File: src/cxd_defines.svh
// Constants of the extended display controls: register indices, reset values, timing counts.
// Assumes it is included by the design file and the testbench through its bare name.
`ifndef CXD_DEFINES_SVH
`define CXD_DEFINES_SVH

// Register indices behind the indexed data port.
`define CXD_IDX_EXT_DISP     8'h1B
`define CXD_IDX_SYNC_ADJ     8'h1C
`define CXD_IDX_OVL_EXT      8'h1D
`define CXD_IDX_PART_STAT    8'h25
`define CXD_IDX_DEV_IDENT    8'h27

// Reset values of the writable registers.
`define CXD_RST_EXT_DISP     8'h00
`define CXD_RST_SYNC_ADJ     8'h00
`define CXD_RST_OVL_EXT      8'h00
`define CXD_RST_INDEX        8'h00
// Idle levels of the synchronised pins: window (active low), horizontal sync, vertical sync.
`define CXD_RST_PINS         3'h4

// Writable bits of the overlay control register; bit 0 is reserved.
`define CXD_OVL_WRITE_MASK   8'hFE

// Part status value; the value is arbitrary apart from bits 7 and 6.
`define CXD_PART_STATUS      8'h40
// Device identifier; the value is arbitrary.
`define CXD_DEVICE_ID        6'h15

// Positions of the loose bits taken from neighbouring registers.
`define CXD_MISC_INTERLACE   0
`define CXD_MISC_SW_LO       2
`define CXD_MISC_HBE_LO      4
`define CXD_MISC_VBE_LO      6

// Pixel clocks per character and character clocks from total match to the adjusted character.
`define CXD_CHAR_PIXELS      4'h8
`define CXD_HTOTAL_LAG       2'h2

`endif

File: src/cxd_pkg.sv
// Types shared by the extended display controls: register layouts and decode enumerations.
// Assumes the constants header is present in the same folder.
package cxd_pkg;

   // Extended display control register layout, bit 7 first.
   typedef struct packed {
      logic       blank_ext_en;    // Blank end extension enable.
      logic       text_fast_page;  // Font fetch by fast-page cycles.
      logic       blank_from_de;   // DAC blanking from display enable.
      logic       row_offset_b8;   // Row offset bit 8.
      logic [1:0] start_b18_17;    // Start address bits 18:17.
      logic       ext_wrap;        // Extended address wrap.
      logic       start_b16;       // Start address bit 16.
   } cxd_ext_disp_type;

   // Sync adjust and lock register layout, bit 7 first.
   typedef struct packed {
      logic       vsync_lock;      // Vertical sync pin taken as input.
      logic       hsync_lock;      // Horizontal sync pin taken as input.
      logic [2:0] htotal_adj;      // Horizontal total adjust code.
      logic [2:0] hsync_delay;     // Extra pixel clocks of sync delay.
   } cxd_sync_adj_type;

   // Overlay extended control register layout, bit 7 first.
   typedef struct packed {
      logic       start_b19;       // Start address bit 19.
      logic       timing_internal; // Overlay timing from the internal window.
      logic       chroma_select;   // Compare video data against chroma range.
      logic       key_tag_en;      // Tag bit colour key.
      logic       key_width16;     // Full 16-bit compare.
      logic [1:0] dac_switch;      // DAC mode switch control.
      logic       reserved;        // Reads as zero.
   } cxd_ovl_ext_type;

   // Overlay switch selection decode.
   typedef enum logic [1:0] {
      SW_OFF,
      SW_TIMING,
      SW_TIMING_KEY,
      SW_KEY_ONLY
   } cxd_switch_type;

   // Horizontal total adjust sequencer states.
   typedef enum logic [1:0] {
      ADJ_IDLE,
      ADJ_WAIT,
      ADJ_STRETCH
   } cxd_adj_state_type;

endpackage : cxd_pkg

File: src/cxd_ext_display.sv
// Extended display controls of the CRT timing unit, running on the pixel clock.
// Assumes one clock, registers reached through an index port and a data port, and
// the base timing unit supplying blanking, sync and total match beside it.
`timescale 1ns/100ps
`include "cxd_defines.svh"

module cxd_ext_display
(
   input  wire logic        MCLK,
   input  wire logic        SYS_RST,
   input  wire logic        IO_WR,
   input  wire logic        IO_RD,
   input  wire logic        IO_DATA_SEL,
   input  wire logic [7:0]  IO_WDATA,
   output logic      [7:0]  IO_RDATA,
   input  wire logic [7:0]  BLANK_OVERFLOW_MISC,
   input  wire logic [7:0]  ROW_OFFSET_LO,
   input  wire logic        DWORD_MODE,
   input  wire logic        CHAIN4_MODE,
   input  wire logic [15:0] START_ADDR_LO,
   input  wire logic [16:0] HOST_ADDR,
   input  wire logic [6:0]  HOST_OFFSET,
   input  wire logic        CRTC_BLANK,
   input  wire logic        DISPLAY_EN,
   input  wire logic        OVERLAY_WIN_INT,
   input  wire logic        HSYNC_INT,
   input  wire logic        VSYNC_INT,
   input  wire logic        HTOTAL_MATCH,
   input  wire logic        FIELD_END,
   input  wire logic        FRAME_START,
   input  wire logic        HSYNC_I,
   input  wire logic        VSYNC_I,
   input  wire logic        EXT_VIDEO_WINDOW_IN_N,
   input  wire logic [15:0] GFX_PIXEL,
   input  wire logic [7:0]  COLOR_KEY_LOW,
   input  wire logic [7:0]  COLOR_KEY_HIGH,
   input  wire logic        CHROMA_IN_RANGE,
   output logic             BLANK_END_EXT_EN,
   output logic [1:0]       VBLANK_END_HI,
   output logic [1:0]       HBLANK_END_HI,
   output logic             FONT_FAST_PAGE,
   output logic             DAC_BLANK,
   output logic             OVERLAY_WINDOW_OUT_N,
   output logic [8:0]       ROW_OFFSET,
   output logic [19:0]      START_ADDR,
   output logic [18:0]      CRTC_MEM_ADDR,
   output logic [18:0]      DRAM_HOST_ADDR,
   output logic             HSYNC_O,
   output logic             HSYNC_OE,
   output logic             VSYNC_O,
   output logic             VSYNC_OE,
   output logic             HSYNC_RESTART,
   output logic             VSYNC_RESTART,
   output logic             FIELD_ODD,
   output logic             CHAR_CLK,
   output logic             OVERLAY_TIMING,
   output logic             COLOR_KEY_MATCH,
   output logic             OVERLAY_SWITCH,
   output logic             DAC_SWITCH,
   output logic             PIXEL_PORT_OE
);

   // ***************************************************************************
   // Register file behind the index and data ports.
   // ***************************************************************************

   logic [7:0]               index_q, index_d;       // Selected register index.
   cxd_pkg::cxd_ext_disp_type edc_q, edc_d;          // Extended display control.
   cxd_pkg::cxd_sync_adj_type sync_q, sync_d;        // Sync adjust and lock.
   cxd_pkg::cxd_ovl_ext_type  ovl_q, ovl_d;          // Overlay extended control.
   logic [7:0]               rdata_q, rdata_d;       // Read data returned on the port.

   // Computes register writes and the read data of the addressed register.
   always_comb
   begin
      index_d = index_q;
      edc_d   = edc_q;
      sync_d  = sync_q;
      ovl_d   = ovl_q;
      rdata_d = rdata_q;
      if (IO_WR && !IO_DATA_SEL)
      begin
         index_d = IO_WDATA;
      end
      else if (IO_WR)
      begin
         // Writes to read-only or unmapped indices are dropped.
         case (index_q)
            `CXD_IDX_EXT_DISP : edc_d  = IO_WDATA;
            `CXD_IDX_SYNC_ADJ : sync_d = IO_WDATA;
            `CXD_IDX_OVL_EXT  : ovl_d  = IO_WDATA & `CXD_OVL_WRITE_MASK;
            default           : ;
         endcase
      end
      if (IO_RD && !IO_DATA_SEL)
      begin
         rdata_d = index_q;
      end
      else if (IO_RD)
      begin
         // Unmapped indices read as zero.
         case (index_q)
            `CXD_IDX_EXT_DISP  : rdata_d = edc_q;
            `CXD_IDX_SYNC_ADJ  : rdata_d = sync_q;
            `CXD_IDX_OVL_EXT   : rdata_d = ovl_q & `CXD_OVL_WRITE_MASK;
            `CXD_IDX_PART_STAT : rdata_d = `CXD_PART_STATUS;
            `CXD_IDX_DEV_IDENT : rdata_d = {`CXD_DEVICE_ID, 2'h0};
            default            : rdata_d = 8'h00;
         endcase
      end
   end

   // Registers the register file.
   always_ff @(posedge MCLK)
   begin
      if (SYS_RST)
      begin
         index_q <= `CXD_RST_INDEX;
         edc_q   <= `CXD_RST_EXT_DISP;
         sync_q  <= `CXD_RST_SYNC_ADJ;
         ovl_q   <= `CXD_RST_OVL_EXT;
         rdata_q <= 8'h00;
      end
      else
      begin
         index_q <= index_d;
         edc_q   <= edc_d;
         sync_q  <= sync_d;
         ovl_q   <= ovl_d;
         rdata_q <= rdata_d;
      end
   end

   assign IO_RDATA = rdata_q;

   // ***************************************************************************
   // Pin synchronisers: three stages, a change counts once stages two and three agree.
   // ***************************************************************************

   logic [2:0] pin_raw;                     // Vertical sync, horizontal sync, window pins.
   logic [2:0] pin_s1_q, pin_s2_q, pin_s3_q; // Synchroniser stages.
   logic [2:0] pin_filt_q, pin_filt_d;      // Accepted pin levels.
   localparam logic [2:0] PIN_IDLE = `CXD_RST_PINS; // Idle levels, so no false window follows reset.

   assign pin_raw = {EXT_VIDEO_WINDOW_IN_N, HSYNC_I, VSYNC_I};

   genvar gi;
   generate
      for (gi = 0; gi < 3; gi++)
      begin : g_pin
         // Accepts a new level only when the last two stages agree.
         always_comb
         begin
            pin_filt_d[gi] = (pin_s2_q[gi] == pin_s3_q[gi]) ? pin_s3_q[gi] : pin_filt_q[gi];
         end

         // Registers the stages and the accepted level.
         always_ff @(posedge MCLK)
         begin
            if (SYS_RST)
            begin
               pin_s1_q[gi]   <= PIN_IDLE[gi];
               pin_s2_q[gi]   <= PIN_IDLE[gi];
               pin_s3_q[gi]   <= PIN_IDLE[gi];
               pin_filt_q[gi] <= PIN_IDLE[gi];
            end
            else
            begin
               pin_s1_q[gi]   <= pin_raw[gi];
               pin_s2_q[gi]   <= pin_s1_q[gi];
               pin_s3_q[gi]   <= pin_s2_q[gi];
               pin_filt_q[gi] <= pin_filt_d[gi];
            end
         end
      end
   endgenerate

   // ***************************************************************************
   // Character clock with horizontal total adjust and the character address counter.
   // ***************************************************************************

   cxd_pkg::cxd_adj_state_type adj_q, adj_d; // Adjust sequencer state.
   logic [1:0]  lag_q, lag_d;                // Character ends left before the adjusted one.
   logic [3:0]  pix_q, pix_d;                // Pixel within the character.
   logic [18:0] ca_q, ca_d;                  // Character address counter.
   logic [3:0]  char_len;                    // Length of the current character.
   logic [3:0]  adj_len;                     // Adjusted length from the code.
   logic        char_end;                    // Last pixel of the current character.

   // Works out the adjusted length: 001..011 shorten by 3..1, 100..111 lengthen by 1..4.
   always_comb
   begin
      if (sync_q.htotal_adj == 3'h0)
      begin
         adj_len = `CXD_CHAR_PIXELS;
      end
      else if (sync_q.htotal_adj[2])
      begin
         adj_len = `CXD_CHAR_PIXELS + {2'h0, sync_q.htotal_adj[1:0]} + 4'h1;
      end
      else
      begin
         adj_len = `CXD_CHAR_PIXELS - 4'h4 + {2'h0, sync_q.htotal_adj[1:0]};
      end
      char_len = (adj_q == cxd_pkg::ADJ_STRETCH) ? adj_len : `CXD_CHAR_PIXELS;
      char_end = (pix_q == char_len - 4'h1);
   end

   // Steps the pixel count, the adjust sequencer and the address counter.
   always_comb
   begin
      pix_d = char_end ? 4'h0 : pix_q + 4'h1;
      adj_d = adj_q;
      lag_d = lag_q;
      ca_d  = ca_q;
      case (adj_q)
         cxd_pkg::ADJ_IDLE :
         begin
            if (HTOTAL_MATCH)
            begin
               adj_d = cxd_pkg::ADJ_WAIT;
               lag_d = `CXD_HTOTAL_LAG;
            end
         end
         cxd_pkg::ADJ_WAIT :
         begin
            // The character that starts after the second character end is adjusted.
            if (char_end && lag_q == 2'h1)
            begin
               adj_d = cxd_pkg::ADJ_STRETCH;
            end
            else if (char_end)
            begin
               lag_d = lag_q - 2'h1;
            end
         end
         cxd_pkg::ADJ_STRETCH :
         begin
            if (char_end)
            begin
               adj_d = cxd_pkg::ADJ_IDLE;
            end
         end
         default :
         begin
            adj_d = cxd_pkg::ADJ_IDLE;
         end
      endcase
      if (FRAME_START)
      begin
         ca_d = START_ADDR[18:0];
      end
      else if (char_end && DISPLAY_EN && edc_q.ext_wrap)
      begin
         ca_d = ca_q + 19'h1;
      end
      else if (char_end && DISPLAY_EN)
      begin
         ca_d = {3'h0, ca_q[15:0] + 16'h1};
      end
   end

   // Registers the character timing state.
   always_ff @(posedge MCLK)
   begin
      if (SYS_RST)
      begin
         adj_q <= cxd_pkg::ADJ_IDLE;
         lag_q <= 2'h0;
         pix_q <= 4'h0;
         ca_q  <= 19'h0;
      end
      else
      begin
         adj_q <= adj_d;
         lag_q <= lag_d;
         pix_q <= pix_d;
         ca_q  <= ca_d;
      end
   end

   // ***************************************************************************
   // Sync delay, sync lock and interlace field state.
   // ***************************************************************************

   logic [6:0] hs_pipe_q, hs_pipe_d;   // Past internal horizontal sync levels.
   logic [7:0] hs_taps;                // Current and delayed sync levels.
   logic       vs_prev_q, vs_prev_d;   // Accepted vertical pin level, one cycle old.
   logic       hs_prev_q, hs_prev_d;   // Accepted horizontal pin level, one cycle old.
   logic       lock_prev_q, lock_prev_d; // Vertical lock bit, one cycle old.
   logic       arm_q, arm_d;           // Waiting for the first locked transition.
   logic       field_q, field_d;       // High during the odd field.

   // Tracks the pin history, arms on a lock enable and steps the field.
   always_comb
   begin
      hs_pipe_d   = {hs_pipe_q[5:0], HSYNC_INT};
      hs_taps     = {hs_pipe_q, HSYNC_INT};
      vs_prev_d   = pin_filt_q[0];
      hs_prev_d   = pin_filt_q[1];
      lock_prev_d = sync_q.vsync_lock;
      arm_d       = arm_q;
      field_d     = field_q;
      if (sync_q.vsync_lock && !lock_prev_q)
      begin
         arm_d = 1'b1;
      end
      if (!sync_q.vsync_lock)
      begin
         arm_d = 1'b0;
      end
      if (arm_q && sync_q.vsync_lock && BLANK_OVERFLOW_MISC[`CXD_MISC_INTERLACE]
          && (pin_filt_q[0] != vs_prev_q))
      begin
         field_d = 1'b0;
         arm_d   = 1'b0;
      end
      else if (FIELD_END && BLANK_OVERFLOW_MISC[`CXD_MISC_INTERLACE])
      begin
         field_d = !field_q;
      end
   end

   // Registers the sync state.
   always_ff @(posedge MCLK)
   begin
      if (SYS_RST)
      begin
         hs_pipe_q   <= 7'h0;
         vs_prev_q   <= 1'b0;
         hs_prev_q   <= 1'b0;
         lock_prev_q <= 1'b0;
         arm_q       <= 1'b0;
         field_q     <= 1'b0;
      end
      else
      begin
         hs_pipe_q   <= hs_pipe_d;
         vs_prev_q   <= vs_prev_d;
         hs_prev_q   <= hs_prev_d;
         lock_prev_q <= lock_prev_d;
         arm_q       <= arm_d;
         field_q     <= field_d;
      end
   end

   // ***************************************************************************
   // Output stage: every output except IO_RDATA is registered here.
   // ***************************************************************************

   logic         blank_ext;  // Blank end extension bits honoured.
   logic         overlay_window_out_act;   // Internal overlay window, active high.
   logic         timing_src; // Selected overlay timing.
   logic         key_hit;    // Colour or chroma key match.
   logic         sw_on;      // Overlay switch term.
   logic [18:0]  extended_mem_addr;        // Extended host memory address.
   cxd_pkg::cxd_switch_type sw_mode; // Decoded switch selection.

   // Forms the combinational values that the output flops take.
   always_comb
   begin
      blank_ext  = edc_q.blank_ext_en | edc_q.blank_from_de;
      overlay_window_out_act   = edc_q.blank_from_de ? CRTC_BLANK : OVERLAY_WIN_INT;
      timing_src = ovl_q.timing_internal ? overlay_window_out_act : !pin_filt_q[2];
      if (ovl_q.chroma_select)
      begin
         key_hit = CHROMA_IN_RANGE;
      end
      else if (ovl_q.key_width16 && ovl_q.key_tag_en)
      begin
         key_hit = (GFX_PIXEL[15] == COLOR_KEY_HIGH[7]);
      end
      else if (ovl_q.key_width16)
      begin
         key_hit = (GFX_PIXEL == {COLOR_KEY_HIGH, COLOR_KEY_LOW});
      end
      else
      begin
         key_hit = (GFX_PIXEL[7:0] == COLOR_KEY_LOW);
      end
      sw_mode = cxd_pkg::cxd_switch_type'(BLANK_OVERFLOW_MISC[`CXD_MISC_SW_LO +: 2]);
      case (sw_mode)
         cxd_pkg::SW_OFF        : sw_on = 1'b0;
         cxd_pkg::SW_TIMING     : sw_on = timing_src;
         cxd_pkg::SW_TIMING_KEY : sw_on = timing_src & key_hit;
         cxd_pkg::SW_KEY_ONLY   : sw_on = key_hit;
         default                : sw_on = 1'b0;
      endcase
      extended_mem_addr = {HOST_ADDR[16:12] + HOST_OFFSET, HOST_ADDR[11:0]};
   end

   // Registers the outputs.
   always_ff @(posedge MCLK)
   begin
      if (SYS_RST)
      begin
         BLANK_END_EXT_EN     <= 1'b0;
         VBLANK_END_HI        <= 2'h0;
         HBLANK_END_HI        <= 2'h0;
         FONT_FAST_PAGE       <= 1'b0;
         DAC_BLANK            <= 1'b0;
         OVERLAY_WINDOW_OUT_N <= 1'b1;
         ROW_OFFSET           <= 9'h0;
         START_ADDR           <= 20'h0;
         CRTC_MEM_ADDR        <= 19'h0;
         DRAM_HOST_ADDR       <= 19'h0;
         HSYNC_O              <= 1'b0;
         HSYNC_OE             <= 1'b0;
         VSYNC_O              <= 1'b0;
         VSYNC_OE             <= 1'b0;
         HSYNC_RESTART        <= 1'b0;
         VSYNC_RESTART        <= 1'b0;
         FIELD_ODD            <= 1'b0;
         CHAR_CLK             <= 1'b0;
         OVERLAY_TIMING       <= 1'b0;
         COLOR_KEY_MATCH      <= 1'b0;
         OVERLAY_SWITCH       <= 1'b0;
         DAC_SWITCH           <= 1'b0;
         PIXEL_PORT_OE        <= 1'b1;
      end
      else
      begin
         BLANK_END_EXT_EN     <= blank_ext;
         VBLANK_END_HI        <= blank_ext ? BLANK_OVERFLOW_MISC[`CXD_MISC_VBE_LO +: 2] : 2'h0;
         HBLANK_END_HI        <= blank_ext ? BLANK_OVERFLOW_MISC[`CXD_MISC_HBE_LO +: 2] : 2'h0;
         FONT_FAST_PAGE       <= edc_q.text_fast_page;
         DAC_BLANK            <= edc_q.blank_from_de ? !DISPLAY_EN : CRTC_BLANK;
         OVERLAY_WINDOW_OUT_N <= !overlay_window_out_act;
         ROW_OFFSET           <= {edc_q.row_offset_b8, ROW_OFFSET_LO};
         START_ADDR           <= {ovl_q.start_b19, edc_q.start_b18_17, edc_q.start_b16, START_ADDR_LO};
         if (edc_q.ext_wrap && DWORD_MODE)
         begin
            CRTC_MEM_ADDR <= {ca_q[18:2], ca_q[15], ca_q[14]};
         end
         else
         begin
            CRTC_MEM_ADDR <= ca_q;
         end
         if (edc_q.ext_wrap && CHAIN4_MODE)
         begin
            DRAM_HOST_ADDR <= {extended_mem_addr[18:2], extended_mem_addr[17], extended_mem_addr[16]};
         end
         else
         begin
            DRAM_HOST_ADDR <= {3'h0, HOST_ADDR[15:0]};
         end
         HSYNC_O              <= hs_taps[sync_q.hsync_delay];
         HSYNC_OE             <= !sync_q.hsync_lock;
         VSYNC_O              <= VSYNC_INT;
         VSYNC_OE             <= !sync_q.vsync_lock;
         HSYNC_RESTART        <= sync_q.hsync_lock && pin_filt_q[1] && !hs_prev_q;
         VSYNC_RESTART        <= sync_q.vsync_lock && pin_filt_q[0] && !vs_prev_q;
         FIELD_ODD            <= field_q;
         CHAR_CLK             <= char_end;
         OVERLAY_TIMING       <= timing_src;
         COLOR_KEY_MATCH      <= key_hit;
         OVERLAY_SWITCH       <= sw_on;
         DAC_SWITCH           <= ovl_q.dac_switch[1] ? 1'b0 : (sw_on ^ ovl_q.dac_switch[0]);
         PIXEL_PORT_OE        <= (sw_mode == cxd_pkg::SW_OFF);
      end
   end

endmodule : cxd_ext_display

File: config.mk
export PLATFORM = sky130hd
export DESIGN_NAME = cxd_ext_display
export DESIGN_NICKNAME = d
export VERILOG_FILES = /design/src/cxd_pkg.sv /design/src/cxd_ext_display.sv
export VERILOG_INCLUDE_DIRS = /design/src
export SDC_FILE = /design/constraint.sdc
export NUM_CORES = 1
export LEC_CHECK = 0
export BUFFER_PORTS_ARGS = -buffer_cell sky130_fd_sc_hd__buf_2
export CAP_MARGIN = 20
export CELL_PAD_IN_SITES_DETAIL_PLACEMENT = 0
export CELL_PAD_IN_SITES_GLOBAL_PLACEMENT = 1
export CORE_MARGIN = 10
export CORE_UTILIZATION = 38
export DETAILED_ROUTE_END_ITERATION = 16
export GPL_ROUTABILITY_DRIVEN = 0
export GPL_TIMING_DRIVEN = 0
export PLACE_DENSITY = 0.82
export SLEW_MARGIN = 20
export SYNTH_ARGS = -nofsm -noshare
export SYNTH_HDL_FRONTEND = slang
export SYNTH_SLANG_ARGS = --single-unit
File: constraint.sdc
create_clock -name MCLK -period 3.35 [get_ports MCLK]
set_clock_uncertainty 0.05 [all_clocks]
set_input_delay 0.1675 -clock MCLK [delete_from_list [all_inputs] [get_ports MCLK]]
set_output_delay 0.1675 -clock MCLK [all_outputs]
set_load 0.02 [all_outputs]
[Word-level counts from Yosys, hierarchy flattened]
Index checks and enable logic that the tools add are counted.
W data, S select, Z words.
Operators by class
  equal/unequal tests: 24
  $add $sub $neg: 9
  bitwise gates (word level): 7
  muxes and demuxes: 28
  order comparisons: 1
  reduce and logical (&&, ||, !) cells: 44
Operators by type and width (number)
  $mux W19: 3
  $pmux W8 S5: 1
  $eq A8 B5 Y1 const B: 3
  $add A19 B1 Y19 const B: 1
  $logic_and A1 B1 Y1: 17
  $add A16 B1 Y16 const B: 1
  $eq A16 B16 Y1: 1
  $eq A8 B6 Y1 const B: 2
  $mux W16: 1
  $mux W8: 2
  $mux W2: 7
  $mux W4: 3
  $reduce_and A3 Y1: 4
  $logic_not A1 Y1: 10
  $ne A2 B2 Y1 const B: 5
  $reduce_or A2 Y1: 5
  $add A4 B1 Y4 const B: 2
  $eq A8 B8 Y1: 1
  $add A5 B7 Y7: 1
  $mux W1: 7
  $eq A2 B1 Y1 const B: 3
  $eq A2 B2 Y1 const B: 3
  $pmux W2 S3: 1
  $add A3 B2 Y4 const A: 1
  other kinds (20): 28
Storage, ports and cells
  register bits: 178

[Depth between registers and ports, before layout]
  depth after elaboration: 11
  mapped depth: 14
  mapped depth without buffers: 12

[Least setup slack after synthesis]
Ideal clock, no wire load.
  kind: register to register
  start: register sync_q[3] in the netlist's numbering
  end: register ca_q[5]
  library setup time: 0.079 ns
  slack: 0.317 ns
  data required time: 3.221 ns
  arrival: 2.904 ns
  cell stages (with the launch flop): 13
  cells stage by stage: dfxtp_1 > inv_1 > ha_1 > or3b_1 > nand2_1 > nand2_1 > ha_1 > xnor2_1 > a311oi_2 > o22ai_2 > or4_1 > xor2_1 > a211oi_2
On the way
  longest elaborated chain between the ends: 11
Ends and longest elaborated chain
  start, declared: line cxd_ext_display.sv:69  | cxd_pkg::cxd_sync_adj_type sync_q, sync_d;
  start signal, assigned: line cxd_ext_display.sv:120  | sync_q <= `CXD_RST_SYNC_ADJ;
  start signal, assigned: line cxd_ext_display.sv:128  | sync_q <= sync_d;
  $add A4 B2 Y4 (no line)
  $add A4 B1 Y4 (no line)
  $mux W4: line cxd_ext_display.sv:197  | else if (sync_q.htotal_adj[2])
  $mux W4 *: line cxd_ext_display.sv:193  | if (sync_q.htotal_adj == 3'h0)
  $mux W4 (no line) *
  $sub A4 B1 Y4 *: line cxd_ext_display.sv:206  | char_end = (pix_q == char_len - 4'h1);
  $eq A4 B4 Y1 *: line cxd_ext_display.sv:206
  $logic_and A1 B1 Y1 *: line cxd_ext_display.sv:253, cxd_ext_display.sv:257
  $logic_and A1 B1 Y1: line cxd_ext_display.sv:253  | else if (char_end && DISPLAY_EN && edc_q.ext_wrap)
  $mux W19: line cxd_ext_display.sv:253
  $mux W19: line cxd_ext_display.sv:249  | if (FRAME_START)
  end signal, assigned: line cxd_ext_display.sv:271  | ca_q <= 19'h0;
  end signal, assigned: line cxd_ext_display.sv:278  | ca_q <= ca_d;
  end, declared: line cxd_ext_display.sv:185  | logic [18:0] ca_q, ca_d;
Every way passes the cells marked *; elsewhere a longest branch is shown, timed or not.
A chain may end at the register's enable or synchronous reset.

[Final worst setup path]
Same ends and word-level chain as after synthesis.

==> out/results.txt <==
Status = completed
Worst setup SP type = register
Vias/cell = 4.88
Crit path DAT = 3480 ps
Max Slew Vio Count = 0
Routed Antenna Nets = 0
Worst Tran Pin Value = 893 ps
Pre-antenna DRT Iters = 5
Post-Syn Instances = 729
Core Region = 0.0180 mm^2
Pre-CTS worst setup slack = 53.4 ps
Fillers = 1638
Reg clk slew, reported paths = 70 ps
H-tree Lvls = 4
Warnings, synthesis = 0
Setup WS post-layout = 173 ps
Post-synth ARST share = 0%
Number of global-route vias before repair = 6159
Tcrit/Tclk final = 94.8%
DR vias = 6168
Pwr/cell area = 500 mW/mm^2
TritonCTS Buffers = 17
CTS tree = yes
Synthesis-to-finish area growth = 38.0%
Nets@finish = 1150
First-pass GRT wire length = 33100 um
Initial antenna violation count = 0
GRT Total Usage = 17.0%
Row count = 49
Antenna diodes = 0
Routed wire length = 21300 um
DR DRC count = 0
Count of final setup violators = 0
Top Ports = 211
Num Clock Sinks = 178
Peak VDD IR = 414 uV
Static leakage = 4.16 nW
Final hold violation count = 0
Distinct cells, synth = 63
Die Ht = 156 um
CTS Buffer Depth = 2
Layout cells sized above 1 = 25.1%
Final Util = 53.6%
Top_reg_cell synth = dfxtp_1
Post-Syn Nets = 856
DIE WIDTH = 156 um
Iteration-0 DRC Markers = 364
Final HPWL DP = 15700 um
WP data required = 3650 ps
Max Fclk = 315 MHz
Max_slew headroom = 39.9%
Avg Cell Area, Syn = 9.60 um^2
Max_cap viols = 0
Total power = 4.83 mW
Die area = 0.0243 mm^2
WL/cell = 16.8 um
Input/output buffers = 208
Sequential share of the synthesized area = 50.9%
Grt ovf = 0
Post-Synthesis Cell Area = 0.00700 mm^2
Critical Path End Type = register
Pin count of the biggest net entering global routing = 18
Crit Path Max Fanout = 8
Hold WC Path Type = primary input to register
Fin crit period = 3180 ps
Initial core utilization = 38.8%
#FFs+latches synth = 178
WS Path Type = register to register
Clk_lat worst skew = 440 ps
Clk root buf = clkbuf_16
EDFF count, synth = 0
-- what timing repair did --
item,CTS,global route
hold endpoints to repair,75,0
buffers inserted,0,1
setup endpoints to repair,1,15
pin swaps,0,3
cloned,0,0
hold buffers,66,0
resized for setup,1,8
-- metrics by stage --
stage | cell area [um^2] | cells | setup TNS (ps) | hold WS, ps
2_1_floorplan | 7000 | 729 | 0 | 208
3_3_place_gp | 8330 | 1166 | 0 | 305
3_5_place_dp | 8330 | 1166 | 0 | 306
4_1_cts | 9610 | 1264 | 0 | 1.75
5_1_grt | 9660 | 1265 | -8.88 | 21.7
6_report | 9660 | 1265 | 0 | 25.1
-- worst max-delay path, stage by stage, from the launching register on --
cell and delay (ps):
dfxtp_4 380, inv_1 50, ha_1 210, or3b_1 390, nand2_1 80, nand2_1 80, ha_4 280, xnor2_2 140
a311oi_2 340, o22ai_4 160, or4_1 540, xor2_1 170, a211oi_2 210
-- where the power goes --
part,internal (mW),switching [mW],leakage (nW),total [mW]
logic,0.224,0.253,2.41,0.477
clock network,1.20,0.920,0.289,2.12
registers,2.19,0.0479,1.46,2.23
total,3.61,1.22,4.16,4.83
-- layout make-up --
| type | instances | area [um^2] | area share [%] |
|---|---|---|---|
| Buffer | 34 | 135 | 1.40 |
| Clock buffer | 17 | 425 | 4.40 |
| Clock inverter | 15 | 196 | 2.03 |
| Inverter | 14 | 52.6 | 0.544 |
| Multi-Input combinational cell | 503 | 3290 | 34.0 |
| Sequential cell | 178 | 3570 | 36.9 |
| Tap cell | 229 | 287 | 2.97 |
| Timing Repair Buffer | 275 | 1710 | 17.7 |
-- registers in the layout, summed over array words and instances (netlist names), 2 cells and up --
| signal | flops |
|---|---|
| pin_s1_q | 3 |
| adj_q | 2 |
| index_q | 8 |
| IO_RDATA | 8 |
| hs_pipe_q | 7 |
| pin_s2_q | 3 |
| ca_q | 19 |
| edc_q | 8 |
| pin_s3_q | 3 |
| sync_q | 7 |
| ovl_q | 7 |
| ROW_OFFSET | 9 |
| HBLANK_END_HI | 2 |
| VBLANK_END_HI | 2 |
| pix_q | 4 |
| CRTC_MEM_ADDR | 19 |
| DRAM_HOST_ADDR | 19 |
| START_ADDR | 20 |
| lag_q | 2 |
-- cells in the final DEF (no fill, tap or decap), types with 7 or more instances in the layout --
cell           count
a211oi_1          15
a21oi_1           31
and3_1             7
buf_2            208
clkbuf_1          29
clkbuf_16         17
dfxtp_1          176
dlygate4sd3_1     66
ha_1              10
inv_1             14
mux2i_1           28
nand2_1           50
nand3_1           19
nand4_1           15
nor2_1            70
nor2b_1           87
nor3_1            17
o21ai_0           10
xnor2_1           25
xor2_1            14
-- Yosys cell counts (5+ instances only) --
cell type  number  area [um^2]
o21ai_0        10         50.1
xor2_1         14          123
inv_1          14         52.6
nor4_1          5         31.3
ha_1           11          138
nand2_1        51          191
nor2b_1        87          544
mux2i_1        28          280
a22oi_1         6         45.0
and2_1          6         37.5
nand3b_1        6         45.0
nand3_1        19         95.1
and3_1          7         43.8
clkbuf_1       29          109
a21oi_1        31          155
dfxtp_1       178         3560
nand2b_1        5         31.3
xnor2_1        26          228
a31oi_1         5         31.3
nor3_1         17         85.1
nand4_1        15         93.8
nor2_1         70          263
a211oi_1       15          113
or2_2           5         31.3
-- layer usage --
| metal | vias up | global-route usage (%) | share of wire (%) |
|---|---|---|---|
| met5 | - | 0 | 0 |
| met4 | 0 | 4.77 | 1.5 |
| met3 | 24 | 6.18 | 7.9 |
| met2 | 186 | 27.1 | 46 |
| met1 | 2839 | 21.2 | 45 |
| li1 | 3119 | - | - |
-- logic make-up (layout without fill, tap and decap cells) --
family / Yosys count / after routing / share of synthesized area (%)
and+or+nand+nor: 316 / 316 / 24.3
DFF: 178 / 178 / 50.9
AOI/OAI and AO/OA: 105 / 105 / 10.3
buffers and inverters: 48 / 355 / 2.61
xor gates and xnor gates: 40 / 40 / 5.00
muxes: 30 / 30 / 4.65
adders and majority gates: 12 / 12 / 2.25
-- worst paths after layout --
check,slack (ps),start,depth (start not counted),endpoint
worst max register to register,170,sync_q[3]$_SDFFE_PP0P_,12,ca_q[5]$_SDFFE_PP0P_
worst min-delay path,30,HOST_OFFSET[5],3,DRAM_HOST_ADDR[17]$_SDFF_PP0_
worst min register to register,370,pin_s1_q[2]$_SDFF_PP1_,1,pin_s2_q[2]$_SDFF_PP1_
worst max-delay path,170,sync_q[3]$_SDFFE_PP0P_,12,ca_q[5]$_SDFFE_PP0P_
Power figures use the tool's default switching activity.
